### src/hw/ecc_crc_pkg.sv
package ecc_crc_pkg;
  // opcodes
  localparam logic [7:0] OP_UNIT_QUERY = 8'h19;
  localparam logic [7:0] OP_ECC_CLEAR = 8'h1B;
  localparam logic [7:0] OP_CSUM_COMPUTE = 8'h5B;
  localparam logic [7:0] OP_CSUM_SUSPEND = 8'h75;
  localparam logic [7:0] OP_CSUM_RESUME = 8'h7A;
  // frame lengths in bits, opcode included
  localparam int CNT_W = 7;
  localparam logic [CNT_W-1:0] OPCODE_BITS = 7'h08;
  localparam logic [CNT_W-1:0] QUERY_BITS = 7'h20;
  localparam logic [CNT_W-1:0] CSUM_BITS = 7'h38;
  localparam int RX_W = 56;
  // protocol lane modes
  localparam logic [1:0] LANE_SINGLE = 2'h0;
  localparam logic [1:0] LANE_DUAL = 2'h1;
  localparam logic [1:0] LANE_QUAD = 2'h2;
  // status fields
  localparam int TRIPLE_ERR_BIT = 4;
  localparam int UNIT_ERR_BIT = 3;
  localparam logic [7:0] STATUS_ZERO = 8'h00;
  // counter and trap
  localparam logic [15:0] COUNT_RESET = 16'h0000;
  localparam logic [15:0] COUNT_STEP = 16'h0001;
  localparam logic [15:0] COUNT_MAX = 16'hFFFF;
  localparam logic [31:0] TRAP_RESET = 32'h0000_0000;
  localparam int UNIT_LSBS = 3;
  // array and checksum
  localparam int ADDR_W = 24;
  localparam int ARRAY_AW = 21;
  localparam logic [24:0] RANGE_SPAN = 25'h000_0003;
  localparam logic [24:0] WORD_STEP = 25'h000_0004;
  localparam logic [31:0] CRC_POLY = 32'h1EDC_6F41;
  localparam logic [31:0] CRC_INIT = 32'h0000_0000;

  typedef enum logic [2:0] {
    SPI_IDLE, SPI_RX, SPI_DUMMY, SPI_DATA, SPI_HOLD, SPI_IGNORE
  } spi_state_t;

  typedef enum logic [1:0] {CRC_IDLE, CRC_FETCH, CRC_ACCUM, CRC_HALT} crc_state_t;
endpackage : ecc_crc_pkg

### src/hw/crc32c_word.sv
`timescale 1ns/10ps
module crc32c_word (
  input wire logic [31:0] crc_in,
  input wire logic [31:0] data_in,
  output logic [31:0] crc_out
);
  import ecc_crc_pkg::*;

  // one 32-bit word, msb first, non-reflected
  always_comb begin
    logic [31:0] c;
    c = crc_in;
    for (int i = 31; i >= 0; i--) begin
      if (c[31] ^ data_in[i]) begin
        c = {c[30:0], 1'b0} ^ CRC_POLY;
      end else begin
        c = {c[30:0], 1'b0};
      end
    end
    crc_out = c;
  end
endmodule : crc32c_word

### src/hw/ecc_crc_cmd_unit.sv
`timescale 1ns/10ps
// Notes on behaviour
// - a triple error sets status bit 4; it stays until the clear command.
// - the 16-bit count adds one per triple error; reset and clear zero it.
// - at 0xFFFF the count stops and ignores further detections.
// - deep power-down discards the count; it reads zero afterwards.
// - the count is read-only, volatile, sixteen bits, zero after reset.
// - the trap keeps only the first failing unit address since clear or reset.
// - deep power-down discards the trap; it reads all zeros afterwards.
// - count and trap are read only through the read-any-register path.
// - 0x19 is unit query, 0x1B is clear; single, dual, quad lanes, SDR.
// - query carries three address bytes; the three low bits are ignored.
// - dummy cycles set by the latency code follow the query address.
// - one status byte is shifted out; further clocks give junk data.
// - status byte bit 3 flags a unit triple error; other bits are zero.
// - clear takes no address, wipes flag, trap, count, needs no write enable.
// - the checksum covers only the main array, never special sector or registers.
// - 0x5B compute, 0x75 suspend, 0x7A resume, any lane mode, SDR.
// - end below start plus three aborts the checksum and sets the abort bit.
// - work in progress is high while the checksum runs, low when done.
// - Castagnoli checksum; the result starts at zero on start and reset.
// - suspended bit is set while suspended; resume is ignored otherwise.
module ecc_crc_cmd_unit (
  input wire logic ref_clk,
  input wire logic reset,
  input wire logic sck_pin,
  input wire logic cs_n_pin,
  input wire logic [3:0] io_in,
  output logic [3:0] io_out,
  output logic [3:0] io_oe_n,
  input wire logic [1:0] lane_mode,
  input wire logic [3:0] memory_latency_code,
  input wire logic dpd_active,
  input wire logic err_detect,
  input wire logic [ecc_crc_pkg::ADDR_W-1:0] err_unit_addr,
  output logic [ecc_crc_pkg::ARRAY_AW-1:0] unit_query_addr,
  input wire logic unit_query_err,
  output logic mem_rd_en,
  output logic [ecc_crc_pkg::ARRAY_AW-1:0] mem_rd_addr,
  input wire logic [31:0] mem_rd_data,
  output logic [7:0] ecc_status_reg,
  output logic [15:0] error_detect_count,
  output logic [31:0] first_error_address,
  output logic work_in_progress,
  output logic checksum_abort_bit,
  output logic checksum_suspended_bit,
  output logic [31:0] checksum_result_reg
);
  import ecc_crc_pkg::*;

  ////////////////////////////////////////////////////////////////////////////////
  // functions

  function automatic logic [CNT_W-1:0] lanes_of(input logic [1:0] mode);
    case (mode)
      LANE_DUAL: lanes_of = 7'h02;
      LANE_QUAD: lanes_of = 7'h04;
      default: lanes_of = 7'h01;
    endcase
  endfunction : lanes_of

  function automatic logic [RX_W-1:0] shift_in(input logic [RX_W-1:0] r,
                                               input logic [3:0] io,
                                               input logic [1:0] mode);
    case (mode)
      LANE_DUAL: shift_in = {r[RX_W-3:0], io[1:0]};
      LANE_QUAD: shift_in = {r[RX_W-5:0], io[3:0]};
      default: shift_in = {r[RX_W-2:0], io[0]};
    endcase
  endfunction : shift_in

  ////////////////////////////////////////////////////////////////////////////////
  // pin synchronisers and edge finding

  logic sck_s1, sck_s2, sck_s3;
  logic cs_s1, cs_s2, cs_s3;
  logic [3:0] io_s1, io_s2;

  // the first stage is read only by the second stage
  always_ff @(posedge ref_clk) begin
    sck_s1 <= sck_pin;
    sck_s2 <= sck_s1;
    sck_s3 <= sck_s2;
    cs_s1 <= cs_n_pin;
    cs_s2 <= cs_s1;
    cs_s3 <= cs_s2;
    io_s1 <= io_in;
    io_s2 <= io_s1;
  end

  logic sck_rise, sck_fall, cs_rise, selected;
  assign selected = !cs_s2 && !cs_s3;
  assign sck_rise = selected && sck_s2 && !sck_s3;
  assign sck_fall = selected && !sck_s2 && sck_s3;
  assign cs_rise = cs_s2 && !cs_s3;

  ////////////////////////////////////////////////////////////////////////////////
  // command framing

  spi_state_t spi_reg;
  logic [RX_W-1:0] rx_reg, rx_next;
  logic [CNT_W-1:0] cnt_reg, cnt_next;
  logic [7:0] op_reg;
  logic [3:0] dummy_reg;
  logic [7:0] tx_reg;
  logic tx_loaded_reg;
  logic [ADDR_W-1:0] sa_reg, ea_reg;
  logic exec_clear, exec_start, exec_suspend, exec_resume;

  assign rx_next = shift_in(rx_reg, io_s2, lane_mode);
  assign cnt_next = cnt_reg + lanes_of(lane_mode);

  always_ff @(posedge ref_clk) begin
    if (reset || cs_s2) begin
      spi_reg <= SPI_IDLE;
      rx_reg <= '0;
      cnt_reg <= '0;
      tx_loaded_reg <= 1'b0;
    end else if (spi_reg == SPI_IDLE) begin
      spi_reg <= SPI_RX;
    end else if (sck_rise) begin
      case (spi_reg)
        SPI_RX: begin
          rx_reg <= rx_next;
          cnt_reg <= cnt_next;
          if (cnt_next == OPCODE_BITS) begin
            case (rx_next[7:0])
              OP_UNIT_QUERY, OP_CSUM_COMPUTE: spi_reg <= SPI_RX;
              OP_ECC_CLEAR, OP_CSUM_SUSPEND, OP_CSUM_RESUME: spi_reg <= SPI_HOLD;
              default: spi_reg <= SPI_IGNORE;
            endcase
          end else if (op_reg == OP_UNIT_QUERY && cnt_next == QUERY_BITS) begin
            // low three address bits dropped: whole unit selected
            spi_reg <= (memory_latency_code == 4'h0) ? SPI_DATA : SPI_DUMMY;
          end else if (op_reg == OP_CSUM_COMPUTE && cnt_next == CSUM_BITS) begin
            spi_reg <= SPI_HOLD;
          end
        end
        SPI_DUMMY: begin
          if (dummy_reg == 4'h1) begin
            spi_reg <= SPI_DATA;
          end
        end
        SPI_HOLD: spi_reg <= SPI_IGNORE;
        default: spi_reg <= spi_reg;
      endcase
    end else if (sck_fall && spi_reg == SPI_DATA) begin
      tx_loaded_reg <= 1'b1;
    end
  end

  always_ff @(posedge ref_clk) begin
    if (reset) begin
      op_reg <= 8'h00;
      dummy_reg <= 4'h0;
      unit_query_addr <= '0;
      sa_reg <= '0;
      ea_reg <= '0;
    end else if (sck_rise && spi_reg == SPI_RX) begin
      if (cnt_next == OPCODE_BITS) begin
        op_reg <= rx_next[7:0];
      end
      if (op_reg == OP_UNIT_QUERY && cnt_next == QUERY_BITS) begin
        unit_query_addr <= {rx_next[ARRAY_AW-1:UNIT_LSBS], {UNIT_LSBS{1'b0}}};
        dummy_reg <= memory_latency_code;
      end
      if (op_reg == OP_CSUM_COMPUTE && cnt_next == CSUM_BITS) begin
        sa_reg <= rx_next[2*ADDR_W-1:ADDR_W];
        ea_reg <= rx_next[ADDR_W-1:0];
      end
    end else if (sck_rise && spi_reg == SPI_DUMMY) begin
      dummy_reg <= dummy_reg - 4'h1;
    end
  end

  // output lanes change on the falling edge so the host samples on the rising one
  always_ff @(posedge ref_clk) begin
    if (reset || cs_s2) begin
      io_oe_n <= 4'hF;
      io_out <= 4'h0;
      tx_reg <= STATUS_ZERO;
    end else if (sck_fall && spi_reg == SPI_DATA) begin
      logic [7:0] b;
      b = tx_loaded_reg ? tx_reg : STATUS_ZERO;
      if (!tx_loaded_reg) begin
        b[UNIT_ERR_BIT] = unit_query_err;
      end
      // once the byte is gone zeros follow, which the host must treat as junk
      case (lane_mode)
        LANE_DUAL: begin
          io_out <= {2'b00, b[7:6]};
          io_oe_n <= 4'hC;
          tx_reg <= {b[5:0], 2'b00};
        end
        LANE_QUAD: begin
          io_out <= b[7:4];
          io_oe_n <= 4'h0;
          tx_reg <= {b[3:0], 4'h0};
        end
        default: begin
          io_out <= {2'b00, b[7], 1'b0};
          io_oe_n <= 4'hD;
          tx_reg <= {b[6:0], 1'b0};
        end
      endcase
    end
  end

  // commands take effect only when the frame closes on the exact bit count
  always_ff @(posedge ref_clk) begin
    if (reset) begin
      exec_clear <= 1'b0;
      exec_start <= 1'b0;
      exec_suspend <= 1'b0;
      exec_resume <= 1'b0;
    end else begin
      exec_clear <= cs_rise && spi_reg == SPI_HOLD && op_reg == OP_ECC_CLEAR;
      exec_start <= cs_rise && spi_reg == SPI_HOLD && op_reg == OP_CSUM_COMPUTE;
      exec_suspend <= cs_rise && spi_reg == SPI_HOLD && op_reg == OP_CSUM_SUSPEND;
      exec_resume <= cs_rise && spi_reg == SPI_HOLD && op_reg == OP_CSUM_RESUME;
    end
  end

  ////////////////////////////////////////////////////////////////////////////////
  // error tracking, exposed for the read-any-register path

  logic trap_valid_reg;

  always_ff @(posedge ref_clk) begin
    if (reset) begin
      ecc_status_reg <= STATUS_ZERO;
    end else if (err_detect) begin
      ecc_status_reg[TRIPLE_ERR_BIT] <= 1'b1;
    end else if (exec_clear) begin
      ecc_status_reg <= STATUS_ZERO;
    end
  end

  // a detection in the clearing cycle survives as the first of a new run
  always_ff @(posedge ref_clk) begin
    if (reset || dpd_active) begin
      error_detect_count <= COUNT_RESET;
      first_error_address <= TRAP_RESET;
      trap_valid_reg <= 1'b0;
    end else begin
      if (exec_clear) begin
        error_detect_count <= COUNT_RESET;
        first_error_address <= TRAP_RESET;
        trap_valid_reg <= 1'b0;
      end
      if (err_detect) begin
        if (exec_clear) begin
          error_detect_count <= COUNT_STEP;
        end else if (error_detect_count != COUNT_MAX) begin
          error_detect_count <= error_detect_count + COUNT_STEP;
        end
        if (!trap_valid_reg || exec_clear) begin
          first_error_address <= {8'h00, err_unit_addr};
          trap_valid_reg <= 1'b1;
        end
      end
    end
  end

  ////////////////////////////////////////////////////////////////////////////////
  // checksum engine

  crc_state_t crc_reg;
  logic [ADDR_W-1:0] crc_addr_reg;
  logic suspend_pend_reg;
  logic [31:0] crc_step;
  logic [24:0] next_addr;
  logic range_bad;

  assign range_bad = {1'b0, ea_reg} < ({1'b0, sa_reg} + RANGE_SPAN);
  assign next_addr = {1'b0, crc_addr_reg} + WORD_STEP;

  crc32c_word u_step (
    .crc_in(checksum_result_reg),
    .data_in({mem_rd_data[7:0], mem_rd_data[15:8], mem_rd_data[23:16], mem_rd_data[31:24]}),
    .crc_out(crc_step)
  );

  always_ff @(posedge ref_clk) begin
    if (reset) begin
      crc_reg <= CRC_IDLE;
      crc_addr_reg <= '0;
      suspend_pend_reg <= 1'b0;
      mem_rd_en <= 1'b0;
      mem_rd_addr <= '0;
      work_in_progress <= 1'b0;
      checksum_abort_bit <= 1'b0;
      checksum_suspended_bit <= 1'b0;
      checksum_result_reg <= CRC_INIT;
    end else begin
      mem_rd_en <= 1'b0;
      case (crc_reg)
        CRC_IDLE: begin
          if (exec_start && range_bad) begin
            checksum_abort_bit <= 1'b1;
          end else if (exec_start) begin
            checksum_abort_bit <= 1'b0;
            checksum_result_reg <= CRC_INIT;
            crc_addr_reg <= sa_reg;
            work_in_progress <= 1'b1;
            suspend_pend_reg <= 1'b0;
            crc_reg <= CRC_FETCH;
          end
        end
        CRC_FETCH: begin
          // only array address bits leave the block, so nothing else is summed
          mem_rd_en <= 1'b1;
          mem_rd_addr <= crc_addr_reg[ARRAY_AW-1:0];
          crc_reg <= CRC_ACCUM;
          if (exec_suspend) begin
            suspend_pend_reg <= 1'b1;
          end
        end
        CRC_ACCUM: begin
          checksum_result_reg <= crc_step;
          crc_addr_reg <= next_addr[ADDR_W-1:0];
          if (next_addr + RANGE_SPAN > {1'b0, ea_reg}) begin
            work_in_progress <= 1'b0;
            crc_reg <= CRC_IDLE;
          end else if (suspend_pend_reg || exec_suspend) begin
            work_in_progress <= 1'b0;
            checksum_suspended_bit <= 1'b1;
            crc_reg <= CRC_HALT;
          end else begin
            crc_reg <= CRC_FETCH;
          end
          suspend_pend_reg <= 1'b0;
        end
        CRC_HALT: begin
          if (exec_resume) begin
            checksum_suspended_bit <= 1'b0;
            work_in_progress <= 1'b1;
            crc_reg <= CRC_FETCH;
          end
        end
        default: crc_reg <= CRC_IDLE;
      endcase
    end
  end
endmodule : ecc_crc_cmd_unit

### config.mk
export PLATFORM = sky130hd
export DESIGN_NAME = ecc_crc_cmd_unit
export DESIGN_NICKNAME = d
export VERILOG_FILES = /design/src/hw/ecc_crc_pkg.sv /design/src/hw/crc32c_word.sv /design/src/hw/ecc_crc_cmd_unit.sv
export SDC_FILE = /design/constraint.sdc
export NUM_CORES = 1
export LEC_CHECK = 0
export BUFFER_PORTS_ARGS = -buffer_cell sky130_fd_sc_hd__buf_2
export CORE_ASPECT_RATIO = 1.75
export CORE_UTILIZATION = 50
export DETAILED_ROUTE_END_ITERATION = 10
export HOLD_SLACK_MARGIN = 0.02
export PLACE_DENSITY = 0.74
export SETUP_SLACK_MARGIN = 0.2
export SYNTH_ARGS = -nofsm -noshare
export SYNTH_HDL_FRONTEND = slang
export SYNTH_SLANG_ARGS = --single-unit
### constraint.sdc
create_clock -name ref_clk -period 9.1 [get_ports ref_clk]
set_clock_uncertainty 0.2 [all_clocks]
set_input_delay 0.455 -clock ref_clk [delete_from_list [all_inputs] [get_ports ref_clk]]
set_output_delay 0.455 -clock ref_clk [all_outputs]
set_load 0.01 [all_outputs]
== Word level (Yosys, flattened, before mapping) ==
Index checks and enable logic that the tools add are counted.
Cells by class
  $add $sub $neg: 6
  order comparisons: 2
  equal/unequal tests: 36
  mux-type cells: 91
  bitwise operators: 66
  reduce and logical (&&, ||, !) cells: 56
Operators with widths (count)
  $mux W29: 32
  $not A17 Y17: 32
  $mux W32: 5
  $pmux W48 S2: 1
  $mux W16: 4
  $pmux W32 S2: 1
  $eq A8 B7 Y1 const B: 6
  $mux W24: 2
  $pmux W24 S2: 1
  $eq A8 B5 Y1 const B: 4
  $xor A1 B1 Y1: 32
  $add A24 B2 Y25 const B: 1
  $add A24 B3 Y25 const B: 1
  $add A25 B2 Y25 const B: 1
  $gt A25 B24 Y1: 1
  $lt A24 B25 Y1: 1
  $mux W1: 21
  $logic_and A1 B1 Y1: 17
  $add A16 B1 Y16 const B: 1
  $ne A16 B16 Y1 const B: 1
  $ne A2 B2 Y1 const B: 8
  $pmux W4 S2: 2
  $pmux W8 S2: 1
  $reduce_and A4 Y1: 4
  other kinds (37): 77
Word-level totals
  flip-flop bits (word level): 304
  input bits: 73
  output and inout bits: 142
  word-level logic and storage cells: 295

== Logic depth before layout (Yosys ltp) ==
  depth in word-level cells: 65
  mapped depth: 25
  mapped depth without buffers: 24

== Modules after synthesis ==
Synthesis repeated with hierarchy kept, for this count alone.
Second synthesis, totals
  cells, all modules: 2132
  area, all modules: 18982.0 µm²
By module, submodules not included
  ecc_crc_cmd_unit: times used 1, cells an instance 1824, area each 14863.0 µm², sequential area each 5985.7 µm²
  crc32c_word: times used 1, cells an instance 308, area each 4119.0 µm², sequential area each 0.0 µm²

== Worst setup path after synthesis ==
Ideal clock, no wire load.
  path type: input to register
  from: input port mem_rd_data[0]
  to: register checksum_result_reg[10]
  setup time: 128 ps
  arrival time: 5065 ps
  data required time: 8772 ps
  path slack: 3707 ps
  stages on the path: 15
  buffers on the path: 0
  path through: xor2_2 > xnor3_1 > xnor2_4 > xnor2_2 > xnor3_2 > xnor3_2 > xnor2_4 > xnor2_4 > xor3_2 > xor3_2 > xor3_2 > xor2_1 > o211a_1 > a21oi_1 > nor2_1
Between the ends
  cells in the longest elaborated chain, start to end: 39
  elaborated cells between the ends (all ways): 70
  classes of those cells: mux (26); bitwise (44)
Ends and longest elaborated chain
  start, declared: line ecc_crc_cmd_unit.sv:40  | input wire logic [31:0] mem_rd_data,
  $xor A1 B1 Y1 *: line crc32c_word.sv:14  | if (c[31] ^ data_in[i]) begin
  $mux W29 *: line crc32c_word.sv:14
  $not A17 Y17 (no source line)
  $mux W29: line crc32c_word.sv:14
  $mux W29 or $not A17 Y17 (tied branches)
  $not A17 Y17 (no source line) or $mux W29 (tied branches)
  $mux W29 or $not A17 Y17 (tied branches)
  $not A17 Y17 (no source line) or $mux W29 (tied branches)
  (+23 left out)
  $mux W29: line crc32c_word.sv:14
  $xor A1 B1 Y1 or $not A17 Y17 (tied branches)
  $mux W29: line crc32c_word.sv:14
  $not A17 Y17 (no source line) or $xor A1 B1 Y1 (tied branches)
  $mux W29: line crc32c_word.sv:14
  $not A17 Y17 (no source line) or $xor A1 B1 Y1 (tied branches)
  $mux W29 *: line crc32c_word.sv:14
  $pmux W32 S2 *: line ecc_crc_cmd_unit.sv:297  | case (crc_reg)
  end signal, assigned: line ecc_crc_cmd_unit.sv:320  | checksum_result_reg <= crc_step;
  end, declared: line ecc_crc_cmd_unit.sv:47  | output logic [31:0] checksum_result_reg
Mark *: on every way between the ends. The rest lies on a longest branch, timed or not.
A chain may end at the register's enable or synchronous reset.

== Worst setup path in the final report ==
  from: register checksum_result_reg[26]
  to: register checksum_result_reg[28]
Between the ends
  cells in the longest elaborated chain, start to end: 47
  elaborated cells between the ends (all ways): 82
  classes of those cells: mux (30); bitwise (52)
Ends and longest elaborated chain (line)
  $not A17 Y17 (no source line)
  $mux W29 *: crc32c_word.sv:14
  $not A17 Y17 (no source line)
  $mux W29 *: crc32c_word.sv:14
  $xor A1 B1 Y1 *: crc32c_word.sv:14
  $mux W29 *: crc32c_word.sv:14
  $not A17 Y17 (no source line)
  $mux W29: crc32c_word.sv:14
  (+31 left out)
  $mux W29: crc32c_word.sv:14
  $not A17 Y17 (no source line) or $xor A1 B1 Y1 (tied branches)
  $mux W29: crc32c_word.sv:14
  $not A17 Y17 (no source line)
  $mux W29: crc32c_word.sv:14
  $not A17 Y17 (no source line)
  $mux W29 *: crc32c_word.sv:14
  $pmux W32 S2 *: ecc_crc_cmd_unit.sv:297
Marked as above.

==> flow_summary.ini <==
[worst_setup_path]
cp_max_fo = 9
worstPathRequired_ns = 9.35
cpPeakStageDelay_ns = 0.77
cp_top_family = XOR/XNOR gates
r2r-start = checksum_result_reg[26]$_SDFFE_PP0P_
crit_top_cell = xnor2_2
cp.buffers_inverters = 0
cp_slowest_cell = xnor2_1
crit_type = flip-flop to flip-flop
endpoint_kind = flip-flop
arrival_ns = 6.66
crit_start = checksum_result_reg[26]$_SDFFE_PP0P_
critPathLaunchType = flip-flop
crit_chain = xnor2_2 -> xor3_1 -> xor2_1 -> xnor2_2 -> xor2_4 -> xnor2_1 -> xnor2_2 -> xnor3_2 -> xor2_4 -> xor3_2 -> xor3_2 -> xnor2_1 -> o2bb2ai_1

[floorplan]
die_h_um = 256
die_w_um = 147
core_region_area_mm2 = 0.0361
dieArea_mm2 = 0.0376
rows = 92
initial_core_util = 0.509
io_pins = 215

[timing]
fmax_mhz = 156
max_slew_margin = 0.363
layout_min_cycle_time_ns = 6.41
tns_ns = 0
slew_violations = 0
min_period_over_period = 0.704
setup_viol = 0
worst_pin_slew_ns = 0.946
finalHoldViolCount = 0
rsz0062_at_grt = false

[clock_network]
clock_tree.root_cell = clkbuf_16
cts_max_path_buffers = 3
cts_resized = 0
cts_setup_buffers = 0
cts_max_level = 1
numCtsBuffers = 28
path_clk_slew_ns = 0.08
insertion_delay_ns = 0.59
tritoncts = done
clock-sinks = 299

[routing]
vias_per_cell = 5.54
first_pass_iters = 6
drtIter0Drc = 753
wl_mm = 55.1
ant_nets = 0
drc = 0
num_vias = 15600
wl_per_cell_um = 19.6

[yosys]
ys_seq_area_frac = 0.325
synth_ff_type = dfxtp_1
async_flop_share = 0
yosysUniqueCellTypes = 67
synth_area_mm2 = 0.0184
synthCells = 2164
synth_area_per_cell_um2 = 8.50
synth_edf_count = 0
synth_seq_cells = 299
ys_warn_count = 0

[finish]
area_growth_pct = 14.1
drive_above_1_share = 0.140
fin_util = 0.581
most-common-layout-cells = 378 x nand2_1, 299 x dfxtp_1, 264 x xnor2_1, 203 x buf_2, 190 x a21oi_1
n_antenna_cell = 0
final_common_cell = nand2_1
layout.nets = 2467
largest_reg_flops = 47

[global_routing]
grt_overflow_total = 0
grt_use_met1 = 0.282
grtUsageMet3 = 0.0453
grt_pass1_vias = 15800
antenna_found_initial = 0
grt_pass1_wl_mm = 86.3
grt_max_degree = 107
grt_use_met2 = 0.546
grt_usage = 0.292
busiest_layer = met2

[job]
maxCapViolCount = 0

[placement]
dp_hpwl_mm = 41.6
place_congestion = 0.987
io_buffer_count = 204

[min_path]
min_path_type = input pin to flip-flop
min_from = memory_latency_code[1]

[status]
outcome = finished clean
## metrics by stage
step	worst slack (ns)	std cells	instance area [µm²]	hold slack, ns
finish	2.69	2819	21000	0.0406
CTS	2.86	2819	21000	0.0203
detailed placement	2.71	2734	19700	0.112
floorplan	3.71	2173	18400	0.110
global route	2.40	2819	21000	0.0694
global placement	2.72	2734	19700	0.114
## worst paths after layout
check	endpoint	slack [ns]	cells past startpoint
worst max-delay path	checksum_result_reg[28]$_SDFFE_PP0P_	2.69	13
worst min-delay path	dummy_reg[1]$_SDFFE_PP0P_	0.04	3
worst max register to register	checksum_result_reg[28]$_SDFFE_PP0P_	2.69	13
worst min register to register	io_s2[2]$_DFF_P_	0.12	0
## final cells by class
| cell class | count | area [µm²] |
|---|---|---|
| tap | 470 | 588 |
| fill | 3239 | 15100 |
| inverter | 57 | 214 |
| clock buffer | 36 | 771 |
| sequential | 299 | 5990 |
| timing repair buffer | 252 | 1470 |
| clock inverter | 16 | 229 |
| multi-input combinational | 1689 | 11700 |
## metal layers
layer  vias to the layer above  part of all wire
met5                         -                 0
met4                         0             0.085
met3                       181             0.046
met2                       477              0.53
met1                      7334              0.34
li1                       7625                 -
## worst reg2reg max path, stage by stage, from the launching register on
cell       delay (ns)
dfxtp_1          0.39
xnor2_2          0.59
xor3_1           0.68
xor2_1           0.22
xnor2_2          0.46
xor2_4           0.49
xnor2_1          0.20
xnor2_2          0.29
xnor3_2          0.67
xor2_4           0.32
xor3_2           0.59
xor3_2           0.32
xnor2_1          0.77
o2bb2ai_1        0.10
## Yosys cell counts, types with 5 or more instances
cell,instances,area share
nand2_1,378,0.077
dfxtp_1,299,0.33
xnor2_1,264,0.13
a21oi_1,190,0.052
nor2_1,128,0.026
clkbuf_1,102,0.021
xor2_1,100,0.048
o21ai_0,85,0.023
ha_1,66,0.045
inv_1,56,0.011
a22oi_1,48,0.020
nand3_1,42,0.011
mux2i_1,30,0.016
a22o_1,24,0.011
nand4_1,22,0.0075
nor3_1,21,0.0057
xnor3_1,21,0.026
nor2b_1,20,0.0068
and2_1,19,0.0065
o211ai_1,18,0.0073
o2bb2ai_1,16,0.0076
xnor2_2,16,0.014
buf_1,14,0.0029
o21a_1,13,0.0053
buf_4,12,0.0049
or3_1,12,0.0041
nor3b_1,10,0.0041
xnor2_4,10,0.015
a211oi_1,9,0.0037
and3_1,9,0.0031
nand3b_1,8,0.0033
nor4_1,8,0.0027
a21o_1,7,0.0029
nand2b_1,7,0.0024
xnor3_2,7,0.0090
mux2_2,6,0.0037
xor2_2,6,0.0053
o211a_1,5,0.0027
o22ai_1,5,0.0017
## what timing repair did
item                       CTS  global route
setup endpoints to repair    0             0
hold endpoints to repair    34             0
hold buffers                33             0
## logic make-up (layout without fill, tap and decap cells)
kind of cell    count (synthesis)  after routing  share of synthesized area
xor+xnor                      432            432                      0.253
simple gates                  700            700                      0.168
compound gates                443            443                      0.147
fa+ha+maj                      68             68                     0.0465
flops                         299            299                      0.325
other cells                     1             10                   0.000204
buf+inv                       185            361                     0.0402
mux                            36             36                     0.0200
Power is left out: the tool's default activity adds up to more than one toggle a clock period on the data nets, which glitch-free logic cannot reach.
